<file path="config.mk">
export PLATFORM = sky130hd
export DESIGN_NAME = sampm_pin_mux
export DESIGN_NICKNAME = d
export VERILOG_FILES = /design/src/common/sampm_pkg.sv /design/src/hw/sampm_pin_mux.sv
export SDC_FILE = /design/constraint.sdc
export NUM_CORES = 1
export LEC_CHECK = 0
export BUFFER_PORTS_ARGS = -buffer_cell sky130_fd_sc_hd__clkbuf_2
export CORE_AREA = 2 2 79 81
export DETAILED_ROUTE_END_ITERATION = 12
export DIE_AREA = 0 0 81 83
export GPL_TIMING_DRIVEN = 0
export PLACE_DENSITY = 0.73
export SLEW_MARGIN = 20
export SYNTH_ARGS = -nofsm -noshare
export SYNTH_HDL_FRONTEND = slang
export SYNTH_SLANG_ARGS = --single-unit
</file>
<file path="constraint.sdc">
create_clock -name ref_clk_in -period 1 [get_ports ref_clk_in]
set_input_delay 0.05 -clock ref_clk_in [delete_from_list [all_inputs] [get_ports ref_clk_in]]
set_output_delay 0.05 -clock ref_clk_in [all_outputs]
set_load 0.03 [all_outputs]
</file>
<file path="src/common/sampm_pkg.sv">
// Purpose: Constants for the serial, audio and memory pin sharing block
// Assumes: One clock domain, no register bus
// Notes:   Mode encodings and field positions used by the mux
package sampm_pkg;
	// ************************************************************
	// Serial pin modes
	// ************************************************************
	typedef enum logic [1:0] {
		SAMPM_MODE_SSI   = 2'h0,
		SAMPM_MODE_CODEC = 2'h1,
		SAMPM_MODE_AUDIO = 2'h2
	} sampm_mode_type;

	// ************************************************************
	// Widths, field positions and reset values
	// ************************************************************
	localparam int          SAMPM_ADDR_W        = 28;
	localparam int          SAMPM_DRA_W         = 15;
	localparam int          SAMPM_DRA_LO_MSB    = 27;
	localparam int          SAMPM_DRA_LO_LSB    = 15;
	localparam int          SAMPM_DRA_HI_MSB    = 14;
	localparam int          SAMPM_DRA_HI_LSB    = 13;
	localparam int          SAMPM_PD_W          = 8;
	localparam int          SAMPM_PE_W          = 3;
	localparam int          SAMPM_PD_MASK1_BIT  = 7;
	localparam int          SAMPM_PD_MASK0_BIT  = 6;
	localparam int          SAMPM_PD_LED_BIT    = 0;
	localparam int          SAMPM_PE_CLOCK_SOURCE_STRAP_BIT = 2;
	localparam logic [1:0]  SAMPM_BOOTW_RST     = 2'h0;
	localparam logic        SAMPM_CLKSRC_RST    = 1'h0;
	localparam logic [2:0]  SAMPM_SYNC_RST      = 3'h0;
	localparam logic        SAMPM_STRAP_OPEN    = 1'h1;
endpackage : sampm_pkg

</file>
<file path="src/hw/sampm_pin_mux.sv">
// Purpose: Shares package pins among audio, serial, codec, memory and GPIO
// Assumes: 125 MHz ref_clk_in, async active-low reset
// Notes:   Routing is combinational; port E input is filtered
// Operation
// Serial select bit picks second serial port or codec on shared pins.
// Audio select bit puts digital audio port on shared pins instead.
// Shared clock pin carries audio, serial or codec bit clock.
// Shared transmit pin drives audio, serial or codec data out.
// Shared receive pin feeds audio, serial or codec data in.
// Shared transmit frame pin carries channel select, frame or codec sync.
// Receive frame pin feeds master clock or serial frame; unused in codec.
// Static output enable pin doubles as dynamic column strobe.
// Static write enable pin doubles as dynamic write enable.
// Static direction pin doubles as dynamic row strobe.
// Address bits 27..15 carry dynamic address bits 0..12.
// Address bits 14..13 carry dynamic address bits 13..14.
// Port D bits 7..6 may carry dynamic byte masks 1..0.
// Run indicator pin may output clock enable instead.
// Media change interrupt input shares pin with boot ROM select.
// Port D bit 0 may carry the LED blinker output.
// Port E bits 1..0 share pins with boot width straps.
// Port E bit 2 shares its pin with clock source strap.
// Shared memory pins follow the memory cycle in progress.
// Straps sampled during reset; pins are GPIO afterwards.
`timescale 1ns/100ps
module sampm_pin_mux
	import sampm_pkg::*;
(
	// Clock, reset, enable
	input  wire logic                    ref_clk_in,
	input  wire logic                    nrst_in,
	input  wire logic                    clk_en_in,
	// Mode configuration
	input  wire logic                    serial_function_select_in,
	input  wire logic                    audio_function_select_in,
	// Shared serial pins
	input  wire logic                    ser_clk_pin_in,
	output logic                         ser_clk_pin_out,
	output logic                         ser_clk_pin_oe_out,
	output logic                         ser_txd_pin_out,
	input  wire logic                    ser_rxd_pin_in,
	input  wire logic                    ser_txfr_pin_in,
	output logic                         ser_txfr_pin_out,
	output logic                         ser_txfr_pin_oe_out,
	input  wire logic                    ser_rxfr_pin_in,
	// Audio port side
	input  wire logic                    aud_bclk_in,
	input  wire logic                    aud_bclk_oe_in,
	output logic                         aud_bclk_out,
	input  wire logic                    aud_sdo_in,
	output logic                         aud_sdi_out,
	input  wire logic                    aud_lr_in,
	input  wire logic                    aud_lr_oe_in,
	output logic                         aud_lr_out,
	output logic                         aud_mclk_out,
	// Second serial port side
	input  wire logic                    ssp_clk_in,
	input  wire logic                    ssp_clk_oe_in,
	output logic                         ssp_clk_out,
	input  wire logic                    ssp_txd_in,
	output logic                         ssp_rxd_out,
	input  wire logic                    ssp_txfr_in,
	input  wire logic                    ssp_txfr_oe_in,
	output logic                         ssp_txfr_out,
	output logic                         ssp_rxfr_out,
	// Codec side
	input  wire logic                    cdc_clk_in,
	input  wire logic                    cdc_clk_oe_in,
	output logic                         cdc_clk_out,
	input  wire logic                    cdc_dout_in,
	output logic                         cdc_din_out,
	input  wire logic                    cdc_sync_in,
	input  wire logic                    cdc_sync_oe_in,
	output logic                         cdc_sync_out,
	// Static memory controller side
	input  wire logic                    st_active_in,
	input  wire logic                    st_oe_n_in,
	input  wire logic                    st_we_n_in,
	input  wire logic                    st_write_in,
	input  wire logic [SAMPM_ADDR_W-1:0] st_addr_in,
	// Dynamic memory controller side
	input  wire logic                    dyn_active_in,
	input  wire logic                    dyn_cas_n_in,
	input  wire logic                    dyn_we_n_in,
	input  wire logic                    dyn_ras_n_in,
	input  wire logic [SAMPM_DRA_W-1:0]  dyn_addr_in,
	input  wire logic [1:0]              dyn_mask_in,
	input  wire logic                    dyn_mask_en_in,
	// Memory pins
	output logic                         mem_oe_pin_out,
	output logic                         mem_we_pin_out,
	output logic                         mem_dir_pin_out,
	output logic [SAMPM_ADDR_W-1:0]      mem_addr_pin_out,
	// Port D
	input  wire logic [SAMPM_PD_W-1:0]   pd_gpio_out_in,
	input  wire logic [SAMPM_PD_W-1:0]   pd_gpio_oe_in,
	input  wire logic [SAMPM_PD_W-1:0]   pd_pin_in,
	output logic [SAMPM_PD_W-1:0]        pd_pin_out,
	output logic [SAMPM_PD_W-1:0]        pd_pin_oe_out,
	output logic [SAMPM_PD_W-1:0]        pd_gpio_in_out,
	input  wire logic                    led_blink_in,
	input  wire logic                    led_en_in,
	// Run / clock enable pin
	input  wire logic                    run_in,
	input  wire logic                    clock_enable_out_in,
	input  wire logic                    clock_enable_out_sel_in,
	output logic                         run_pin_out,
	// Media change / boot ROM pin
	input  wire logic                    medchg_pin_in,
	output logic                         media_change_irq_out,
	output logic                         boot_rom_select_out,
	// Port E and straps
	input  wire logic [SAMPM_PE_W-1:0]   pe_gpio_out_in,
	input  wire logic [SAMPM_PE_W-1:0]   pe_gpio_oe_in,
	input  wire logic [SAMPM_PE_W-1:0]   pe_pin_in,
	output logic [SAMPM_PE_W-1:0]        pe_pin_out,
	output logic [SAMPM_PE_W-1:0]        pe_pin_oe_out,
	output logic [SAMPM_PE_W-1:0]        pe_gpio_in_out,
	output logic [1:0]                   boot_width_strap_out,
	output logic                         clock_source_strap_out
);

	// ************************************************************
	// Mode decode
	// ************************************************************
	sampm_mode_type mode;

	always_comb begin
		if (audio_function_select_in) begin
			mode = SAMPM_MODE_AUDIO;
		end else if (serial_function_select_in) begin
			mode = SAMPM_MODE_CODEC;
		end else begin
			mode = SAMPM_MODE_SSI;
		end
	end

	// ************************************************************
	// Shared serial pins
	// ************************************************************
	always_comb begin
		ser_clk_pin_out     = 1'b0;
		ser_clk_pin_oe_out  = 1'b0;
		ser_txd_pin_out     = 1'b0;
		ser_txfr_pin_out    = 1'b0;
		ser_txfr_pin_oe_out = 1'b0;
		aud_bclk_out        = 1'b0;
		aud_sdi_out         = 1'b0;
		aud_lr_out          = 1'b0;
		aud_mclk_out        = 1'b0;
		ssp_clk_out         = 1'b0;
		ssp_rxd_out         = 1'b0;
		ssp_txfr_out        = 1'b0;
		ssp_rxfr_out        = 1'b0;
		cdc_clk_out         = 1'b0;
		cdc_din_out         = 1'b0;
		cdc_sync_out        = 1'b0;
		case (mode)
			SAMPM_MODE_AUDIO: begin
				ser_clk_pin_out     = aud_bclk_in;
				ser_clk_pin_oe_out  = aud_bclk_oe_in;
				aud_bclk_out        = ser_clk_pin_in;
				ser_txd_pin_out     = aud_sdo_in;
				aud_sdi_out         = ser_rxd_pin_in;
				ser_txfr_pin_out    = aud_lr_in;
				ser_txfr_pin_oe_out = aud_lr_oe_in;
				aud_lr_out          = ser_txfr_pin_in;
				aud_mclk_out        = ser_rxfr_pin_in;
			end
			SAMPM_MODE_CODEC: begin
				ser_clk_pin_out     = cdc_clk_in;
				ser_clk_pin_oe_out  = cdc_clk_oe_in;
				cdc_clk_out         = ser_clk_pin_in;
				ser_txd_pin_out     = cdc_dout_in;
				cdc_din_out         = ser_rxd_pin_in;
				ser_txfr_pin_out    = cdc_sync_in;
				ser_txfr_pin_oe_out = cdc_sync_oe_in;
				cdc_sync_out        = ser_txfr_pin_in;
			end
			default: begin
				ser_clk_pin_out     = ssp_clk_in;
				ser_clk_pin_oe_out  = ssp_clk_oe_in;
				ssp_clk_out         = ser_clk_pin_in;
				ser_txd_pin_out     = ssp_txd_in;
				ssp_rxd_out         = ser_rxd_pin_in;
				ser_txfr_pin_out    = ssp_txfr_in;
				ser_txfr_pin_oe_out = ssp_txfr_oe_in;
				ssp_txfr_out        = ser_txfr_pin_in;
				ssp_rxfr_out        = ser_rxfr_pin_in;
			end
		endcase
	end

	// ************************************************************
	// Static / dynamic memory pins
	// ************************************************************
	logic [SAMPM_ADDR_W-1:0] addr_mux;

	always_comb begin
		addr_mux = st_addr_in;
		// Dynamic bit 0 lands on the highest address line
		for (int i = 0; i <= SAMPM_DRA_LO_MSB - SAMPM_DRA_LO_LSB; i++) begin
			if (dyn_active_in) begin
				addr_mux[SAMPM_DRA_LO_MSB - i] = dyn_addr_in[i];
			end
		end
		if (dyn_active_in) begin
			addr_mux[SAMPM_DRA_HI_MSB] = dyn_addr_in[13];
			addr_mux[SAMPM_DRA_HI_LSB] = dyn_addr_in[14];
		end
	end

	always_comb begin
		if (dyn_active_in) begin
			mem_oe_pin_out  = dyn_cas_n_in;
			mem_we_pin_out  = dyn_we_n_in;
			mem_dir_pin_out = dyn_ras_n_in;
		end else if (st_active_in) begin
			mem_oe_pin_out  = st_oe_n_in;
			mem_we_pin_out  = st_we_n_in;
			mem_dir_pin_out = st_write_in;
		end else begin
			// Idle: strobes inactive
			mem_oe_pin_out  = 1'b1;
			mem_we_pin_out  = 1'b1;
			mem_dir_pin_out = 1'b1;
		end
		mem_addr_pin_out = addr_mux;
	end

	// ************************************************************
	// Port D, run pin, media change pin
	// ************************************************************
	always_comb begin
		pd_pin_out     = pd_gpio_out_in;
		pd_pin_oe_out  = pd_gpio_oe_in;
		pd_gpio_in_out = pd_pin_in;
		if (dyn_mask_en_in) begin
			pd_pin_out[SAMPM_PD_MASK1_BIT]    = dyn_mask_in[1];
			pd_pin_out[SAMPM_PD_MASK0_BIT]    = dyn_mask_in[0];
			pd_pin_oe_out[SAMPM_PD_MASK1_BIT] = 1'b1;
			pd_pin_oe_out[SAMPM_PD_MASK0_BIT] = 1'b1;
		end
		if (led_en_in) begin
			pd_pin_out[SAMPM_PD_LED_BIT]    = led_blink_in;
			pd_pin_oe_out[SAMPM_PD_LED_BIT] = 1'b1;
		end
		run_pin_out          = clock_enable_out_sel_in ? clock_enable_out_in : run_in;
		media_change_irq_out = medchg_pin_in;
		boot_rom_select_out  = medchg_pin_in;
	end

	// ************************************************************
	// Port E and strap capture
	// ************************************************************
	logic [SAMPM_PE_W-1:0] pe_s1_q, pe_s2_q, pe_s3_q;
	logic [SAMPM_PE_W-1:0] pe_s1_d, pe_s2_d, pe_s3_d;
	logic [SAMPM_PE_W-1:0] pe_stable_q, pe_stable_d;
	logic                  in_reset_q, in_reset_d;
	logic [1:0]            bootw_q, bootw_d;
	logic                  clksrc_q, clksrc_d;

	always_comb begin
		pe_s1_d     = pe_pin_in;
		pe_s2_d     = pe_s1_q;
		pe_s3_d     = pe_s2_q;
		pe_stable_d = pe_stable_q;
		for (int i = 0; i < SAMPM_PE_W; i++) begin
			if (pe_s2_q[i] == pe_s3_q[i]) begin
				pe_stable_d[i] = pe_s2_q[i];
			end
		end
		in_reset_d = 1'b0;
		bootw_d    = bootw_q;
		clksrc_d   = clksrc_q;
		// Straps from pin levels filtered while reset was low
		if (in_reset_q) begin
			bootw_d  = pe_stable_d[1:0];
			clksrc_d = pe_stable_d[SAMPM_PE_CLOCK_SOURCE_STRAP_BIT];
		end
	end

	// Filter has no reset so it keeps sampling straps during reset
	always_ff @(posedge ref_clk_in) begin
		if (clk_en_in) begin
			pe_s1_q <= pe_s1_d;
			pe_s2_q <= pe_s2_d;
			pe_s3_q <= pe_s3_d;
		end
	end

	always_ff @(posedge ref_clk_in or negedge nrst_in) begin
		if (!nrst_in) begin
			pe_stable_q <= SAMPM_SYNC_RST;
			in_reset_q  <= SAMPM_STRAP_OPEN;
			bootw_q     <= SAMPM_BOOTW_RST;
			clksrc_q    <= SAMPM_CLKSRC_RST;
		end else if (clk_en_in) begin
			pe_stable_q <= pe_stable_d;
			in_reset_q  <= in_reset_d;
			bootw_q     <= bootw_d;
			clksrc_q    <= clksrc_d;
		end
	end

	// Pins are inputs while straps are captured, GPIO afterwards
	always_comb begin
		pe_pin_out             = pe_gpio_out_in;
		pe_pin_oe_out          = in_reset_q ? '0 : pe_gpio_oe_in;
		pe_gpio_in_out         = pe_stable_q;
		boot_width_strap_out   = bootw_q;
		clock_source_strap_out = clksrc_q;
	end

	// ************************************************************
	// Checks
	// ************************************************************
	audio_clk_route_a: assert property (@(posedge ref_clk_in) disable iff (!nrst_in)
		audio_function_select_in |-> ser_clk_pin_out == aud_bclk_in)
		else $error("audio clock not routed");
	codec_sel_a: assert property (@(posedge ref_clk_in) disable iff (!nrst_in)
		(!audio_function_select_in && serial_function_select_in)
		|-> ser_txd_pin_out == cdc_dout_in)
		else $error("codec data not routed");
	ssp_rx_route_a: assert property (@(posedge ref_clk_in) disable iff (!nrst_in)
		(!audio_function_select_in && !serial_function_select_in)
		|-> ssp_rxd_out == ser_rxd_pin_in && aud_sdi_out == 1'b0)
		else $error("serial receive not routed");
	audio_frame_a: assert property (@(posedge ref_clk_in) disable iff (!nrst_in)
		audio_function_select_in |-> ser_txfr_pin_oe_out == aud_lr_oe_in
		&& aud_mclk_out == ser_rxfr_pin_in)
		else $error("audio frame pins wrong");
	codec_rxfr_unused_a: assert property (@(posedge ref_clk_in) disable iff (!nrst_in)
		(!audio_function_select_in && serial_function_select_in)
		|-> !ssp_rxfr_out && !aud_mclk_out)
		else $error("receive frame leaks in codec mode");
	dyn_strobes_a: assert property (@(posedge ref_clk_in) disable iff (!nrst_in)
		dyn_active_in |-> mem_oe_pin_out == dyn_cas_n_in
		&& mem_dir_pin_out == dyn_ras_n_in
		&& mem_addr_pin_out[27] == dyn_addr_in[0])
		else $error("dynamic cycle pins wrong");
	dyn_addr_hi_a: assert property (@(posedge ref_clk_in) disable iff (!nrst_in)
		dyn_active_in |-> mem_addr_pin_out[13] == dyn_addr_in[14])
		else $error("dynamic high address wrong");
	static_we_a: assert property (@(posedge ref_clk_in) disable iff (!nrst_in)
		(st_active_in && !dyn_active_in) |-> mem_we_pin_out == st_we_n_in)
		else $error("static write enable wrong");
	strap_hold_a: assert property (@(posedge ref_clk_in) disable iff (!nrst_in)
		(!in_reset_q && clk_en_in) |=> $stable(boot_width_strap_out))
		else $error("strap changed after capture");
	led_route_a: assert property (@(posedge ref_clk_in) disable iff (!nrst_in)
		led_en_in |-> pd_pin_out[0] == led_blink_in && pd_pin_oe_out[0])
		else $error("led output not routed");

endmodule : sampm_pin_mux

</file>
* Word-level counts from Yosys, hierarchy flattened *
Index checks and enable logic that the tools add are counted.

word-level totals
  register bits = 16
  output and inout port bits = 86
  logic and storage cells = 61

operators by class
  eq/ne operators = 5
  muxes and demuxes = 47
  reductions and logical operators = 2

operators by type and width
  kind                                           number
  2-to-1 mux 1 bit                               37
  case mux 1 bit (2 select lines)                5
  2-to-1 mux 2 bit                               4
  == test 1 bit                                  3
  2-to-1 mux 3 bit                               1
  == test 2 x 1 -> 1 bit, second input constant  1
  == test 2 bit, second input constant           1
  AND reduction 2 bit                            1
  OR reduction 2 bit                             1

* Logic depth before layout (Yosys ltp) *
  depth in word-level cells = 5
  mapped depth = 3
  mapped depth without buffers = 2

* Worst setup path after synthesis *
No wires, ideal clock.

  path kind = register -> register
  start point = register pe_stable_q[0], in the netlist pe_gpio_in_out[0]
  end point = register bootw_q[0], in the netlist boot_width_strap_out[0]
  setup time = 0.125 ns
  data arrival time = 1.073 ns
  slack = -0.198 ns
  cell stages (with the launch flop) = 3
  path buffers = 0
  cells stage by stage = dfrtp_1 > maj3_2 > mux2_2

between the ends
  word-level cells in the longest chain between the ends = 1

RTL lines
  item                    line                  source
  from (decl)             sampm_pin_mux.sv:258  logic [SAMPM_PE_W-1:0] pe_stable_q, pe_stable_d;
  from (signal assigned)  sampm_pin_mux.sv:299  pe_stable_q <= pe_stable_d;
  2-to-1 mux 1 bit        sampm_pin_mux.sv:269  if (pe_s2_q[i] == pe_s3_q[i]) begin
  to (signal assigned)    sampm_pin_mux.sv:301  bootw_q <= bootw_d;
  to (decl)               sampm_pin_mux.sv:260  logic [1:0] bootw_q, bootw_d;

No other way between the ends.
A chain may end at the register's enable or synchronous reset.

* Worst setup path in the final report *
  start point = register pe_s2_q[0]
  end point = register bootw_q[0], in the netlist boot_width_strap_out[0]

between the ends
  word-level cells in the longest chain between the ends = 2

RTL lines
  item                    line                  source
  from (decl)             sampm_pin_mux.sv:256  logic [SAMPM_PE_W-1:0] pe_s1_q, pe_s2_q, pe_s3_q;
  from (signal assigned)  sampm_pin_mux.sv:287  pe_s2_q <= pe_s2_d;
  == test 1 bit           sampm_pin_mux.sv:269
  2-to-1 mux 1 bit *      sampm_pin_mux.sv:269

Mark *: on every way between the ends. The rest lies on a longest branch, timed or not.

==> metrics.yaml <==
yosys:
  ys_types: 22
  synthesis.area_sq_um: 1361
  ys_ff_latch: 16
  synth_area_per_cell_sq_um: 10.16
  yosys_warnings: 0
  yosysSeqAreaShare: 0.3281
  syn_inst: 134
  synth_nets: 251
cts:
  clk_pin_slew_ns: 0.06
  cts_inserted_buffers: 3
  cts_buffer_depth: 2
  root_buffer: "clkbuf_8"
  cts.sinks: 16
  cts_tree: "done"
  clkLatencyLatePin_ns: 0.24
  cts_max_level: 1
placement:
  dp_cells: 374
  gp_congestion: 0.6957
  placed_area_sq_um: 2285
  io_buffers: 165
  dp_slack_ns: -0.1034
  hpwlAfterDp_um: 3502
sta:
  holdWs_ns: 0.1759
  finalMaxSlewViolations: 0
  worst_pin_slew_ns: 0.3971
  hold_viol_final: 0
  finalCritPeriodShare: 1.120
  slew_headroom: 0.7352
  fmax_mhz: 892.8
  finalCriticalPeriod_ns: 1.120
  rsz0062_at_grt: "yes"
  setup_viol: 9
  finalWorstSetupSlack_ns: -0.1200
  fin_tns_setup_ns: -0.6041
  fin_skew_ns: 0.004129
power:
  pwr-share-clk: 0.212
  p_sw_uw: 927.9
  pwr-share-comb: 0.486
  p_per_area_nw_per_um2: 1040
  fin_total_pwr_mw: 2.587
  p_leak_nw: 1.411
  vdd_drop_max_v: 0.001187
  p_seq_frac: 0.302
  power.share.switching: 0.3586
  internal_power_mw: 1.659
critical_path:
  cp.required_ns: 1.13
  crit_type: "flip-flop to flip-flop"
  worst_setup_path_start_kind: "flip-flop"
  worstPathCellList: "maj3_2 -> mux2_2"
  slowest_delay_ns: 0.43
  critPathArrivalTime_ns: 1.25
  cp-end-kind: "flip-flop"
  cp_max_fo: 3
  slowest_stage: "edfxtp_1"
global_route:
  grt_pass1_wl_um: 6210
  grt_pass1_vias: 1546
  grt_max_degree: 18
  antenna_found_initial: 0
  grt_overflow: 0
  globalRouteTotalUtil: 0.1094
detailed_routing:
  drt_iter0_drc: 6
  wl_per_cell_um: 10.51
  firstDrtPassIters: 4
  finalWirelength_um: 4108
  routed_via_density: 4.090
  remaining_drc_errors: 0
  vias: 1599
  postRouteAntennaNets: 0
finish:
  drive_gt1_frac: 0.8070
  post-route-util: 0.4279
  layout.nets: 434
  layout_common_cells: "160 x clkbuf_2, 45 x buf_4, 22 x mux2_2"
  mostFrequentLayoutCell: "clkbuf_2"
  synthToLayoutAreaGrowth_pct: 82.81
  antennaDiodeCount: 0
  fin_cells: 391
  fillerInstances: 568
  fin_area_sq_um: 2489
job:
  maxCapViolations: 0
die:
  initial_utilization: 0.2341
  die_height_um: 83
  die_w_um: 81
  core_area_sq_um: 5816
  rows: 28
  num_io_pins: 203
  dieArea_sq_um: 6723
min_path:
  hold_path.class: "primary input to async pin"
status:
  violations: "negative setup slack"
  outcome: "complete, but fails checks"
[layer usage]
metal | global-route usage | vias up | share of wire
li1 | - | 787 | -
met1 | 0.09505 | 709 | 0.32
met2 | 0.2524 | 103 | 0.58
met3 | 0.01413 | 0 | 0.098
met4 | 0.004622 | 0 | 0
met5 | 0 | - | 0
[registers in the layout (all words and copies together), names as in the netlist]
signal                  cells
pe_gpio_in_out              3
pe_s1_q                     3
clock_source_strap_out      1
pe_s3_q                     3
in_reset_q                  1
pe_s2_q                     3
boot_width_strap_out        2
[power groups by stage]
stage / logic (mW) / registers [mW] / clock network [mW]
floorplan: 0.730 / 0.823 / 0
global placement: 1.13 / 0.794 / 0
detailed placement: 1.15 / 0.797 / 0
CTS: 1.23 / 0.777 / 0.570
global route: 1.34 / 0.786 / 0.598
finish: 1.26 / 0.780 / 0.549
[cells by family after synthesis]
kind of cell / count (synthesis) / share of synthesized area
adder cells (fa/ha/maj): 3 / 0.02481
flip-flops: 16 / 0.3281
AO/OA/AOI/OAI: 14 / 0.07353
AND/OR/NAND/NOR: 32 / 0.1360
buffers and inverters: 42 / 0.2188
multiplexers: 27 / 0.2188
[cells in the mapped netlist, drive strengths merged]
library cell	number	area (sq um)
nor2	2	7.510
and2	11	68.82
a21o	3	26.28
a22o	3	26.28
mux2	22	247.7
or2	3	18.77
nand2b	4	25.02
buf	40	290.3
nand2	6	25.03
a2bb2oi	2	17.52
a21oi	1	5.000
edfxtp	9	270.3
and2b	1	8.760
o21ai	5	25.02
dfstp	1	26.28
maj3	3	33.78
inv	2	7.510
nor2b	5	31.28
dfrtp	6	150.1
mux2i	5	50.05
[what timing repair did]
item                                   in CTS  in global routing
resized for setup                           7                 10
hold buffers                                4                  0
endpoints found under the hold margin      10                  0
setup endpoints to repair                   7                 11
setup buffers                               6                  3
pin swaps                                   3                  1
[final cells by class]
type	instances	area, sq um	area share
Timing Repair Buffer	178	968.4	0.3891
Tap cell	75	93.84	0.03771
Clock buffer	4	55.05	0.02212
Multi-Input combinational cell	76	623.1	0.2504
Buffer	40	290.3	0.1166
Inverter	2	7.507	0.003017
Sequential cell	16	450.4	0.1810
[critical path, delay by kind of cell (launching register included)]
kind	cells	cell delay [ns]
adder cells (fa/ha/maj)	1	0.32
flip-flops	1	0.43
multiplexers	1	0.26
[path summary, 6_finish.rpt]
path                                      start                                   to  slack, ns  cells past startpoint
min in group ref_clk_in               clk_en_in                 pe_s2_q[0]$_DFFE_PP_       0.31                      1
hold / removal                          nrst_in        pe_gpio_in_out[0]$_DFFE_PN0P_       0.18                      2
max in group asynchronous               nrst_in               in_reset_q$_DFFE_PN1P_       0.59                      2
hold reg to reg            pe_s1_q[2]$_DFFE_PP_                 pe_s2_q[2]$_DFFE_PP_       0.42                      0
setup / recovery           pe_s2_q[0]$_DFFE_PP_  boot_width_strap_out[0]$_DFFE_PN0P_      -0.12                      2
setup reg to reg           pe_s2_q[0]$_DFFE_PP_  boot_width_strap_out[0]$_DFFE_PN0P_      -0.12                      2
Power figures use the tool's default switching activity.
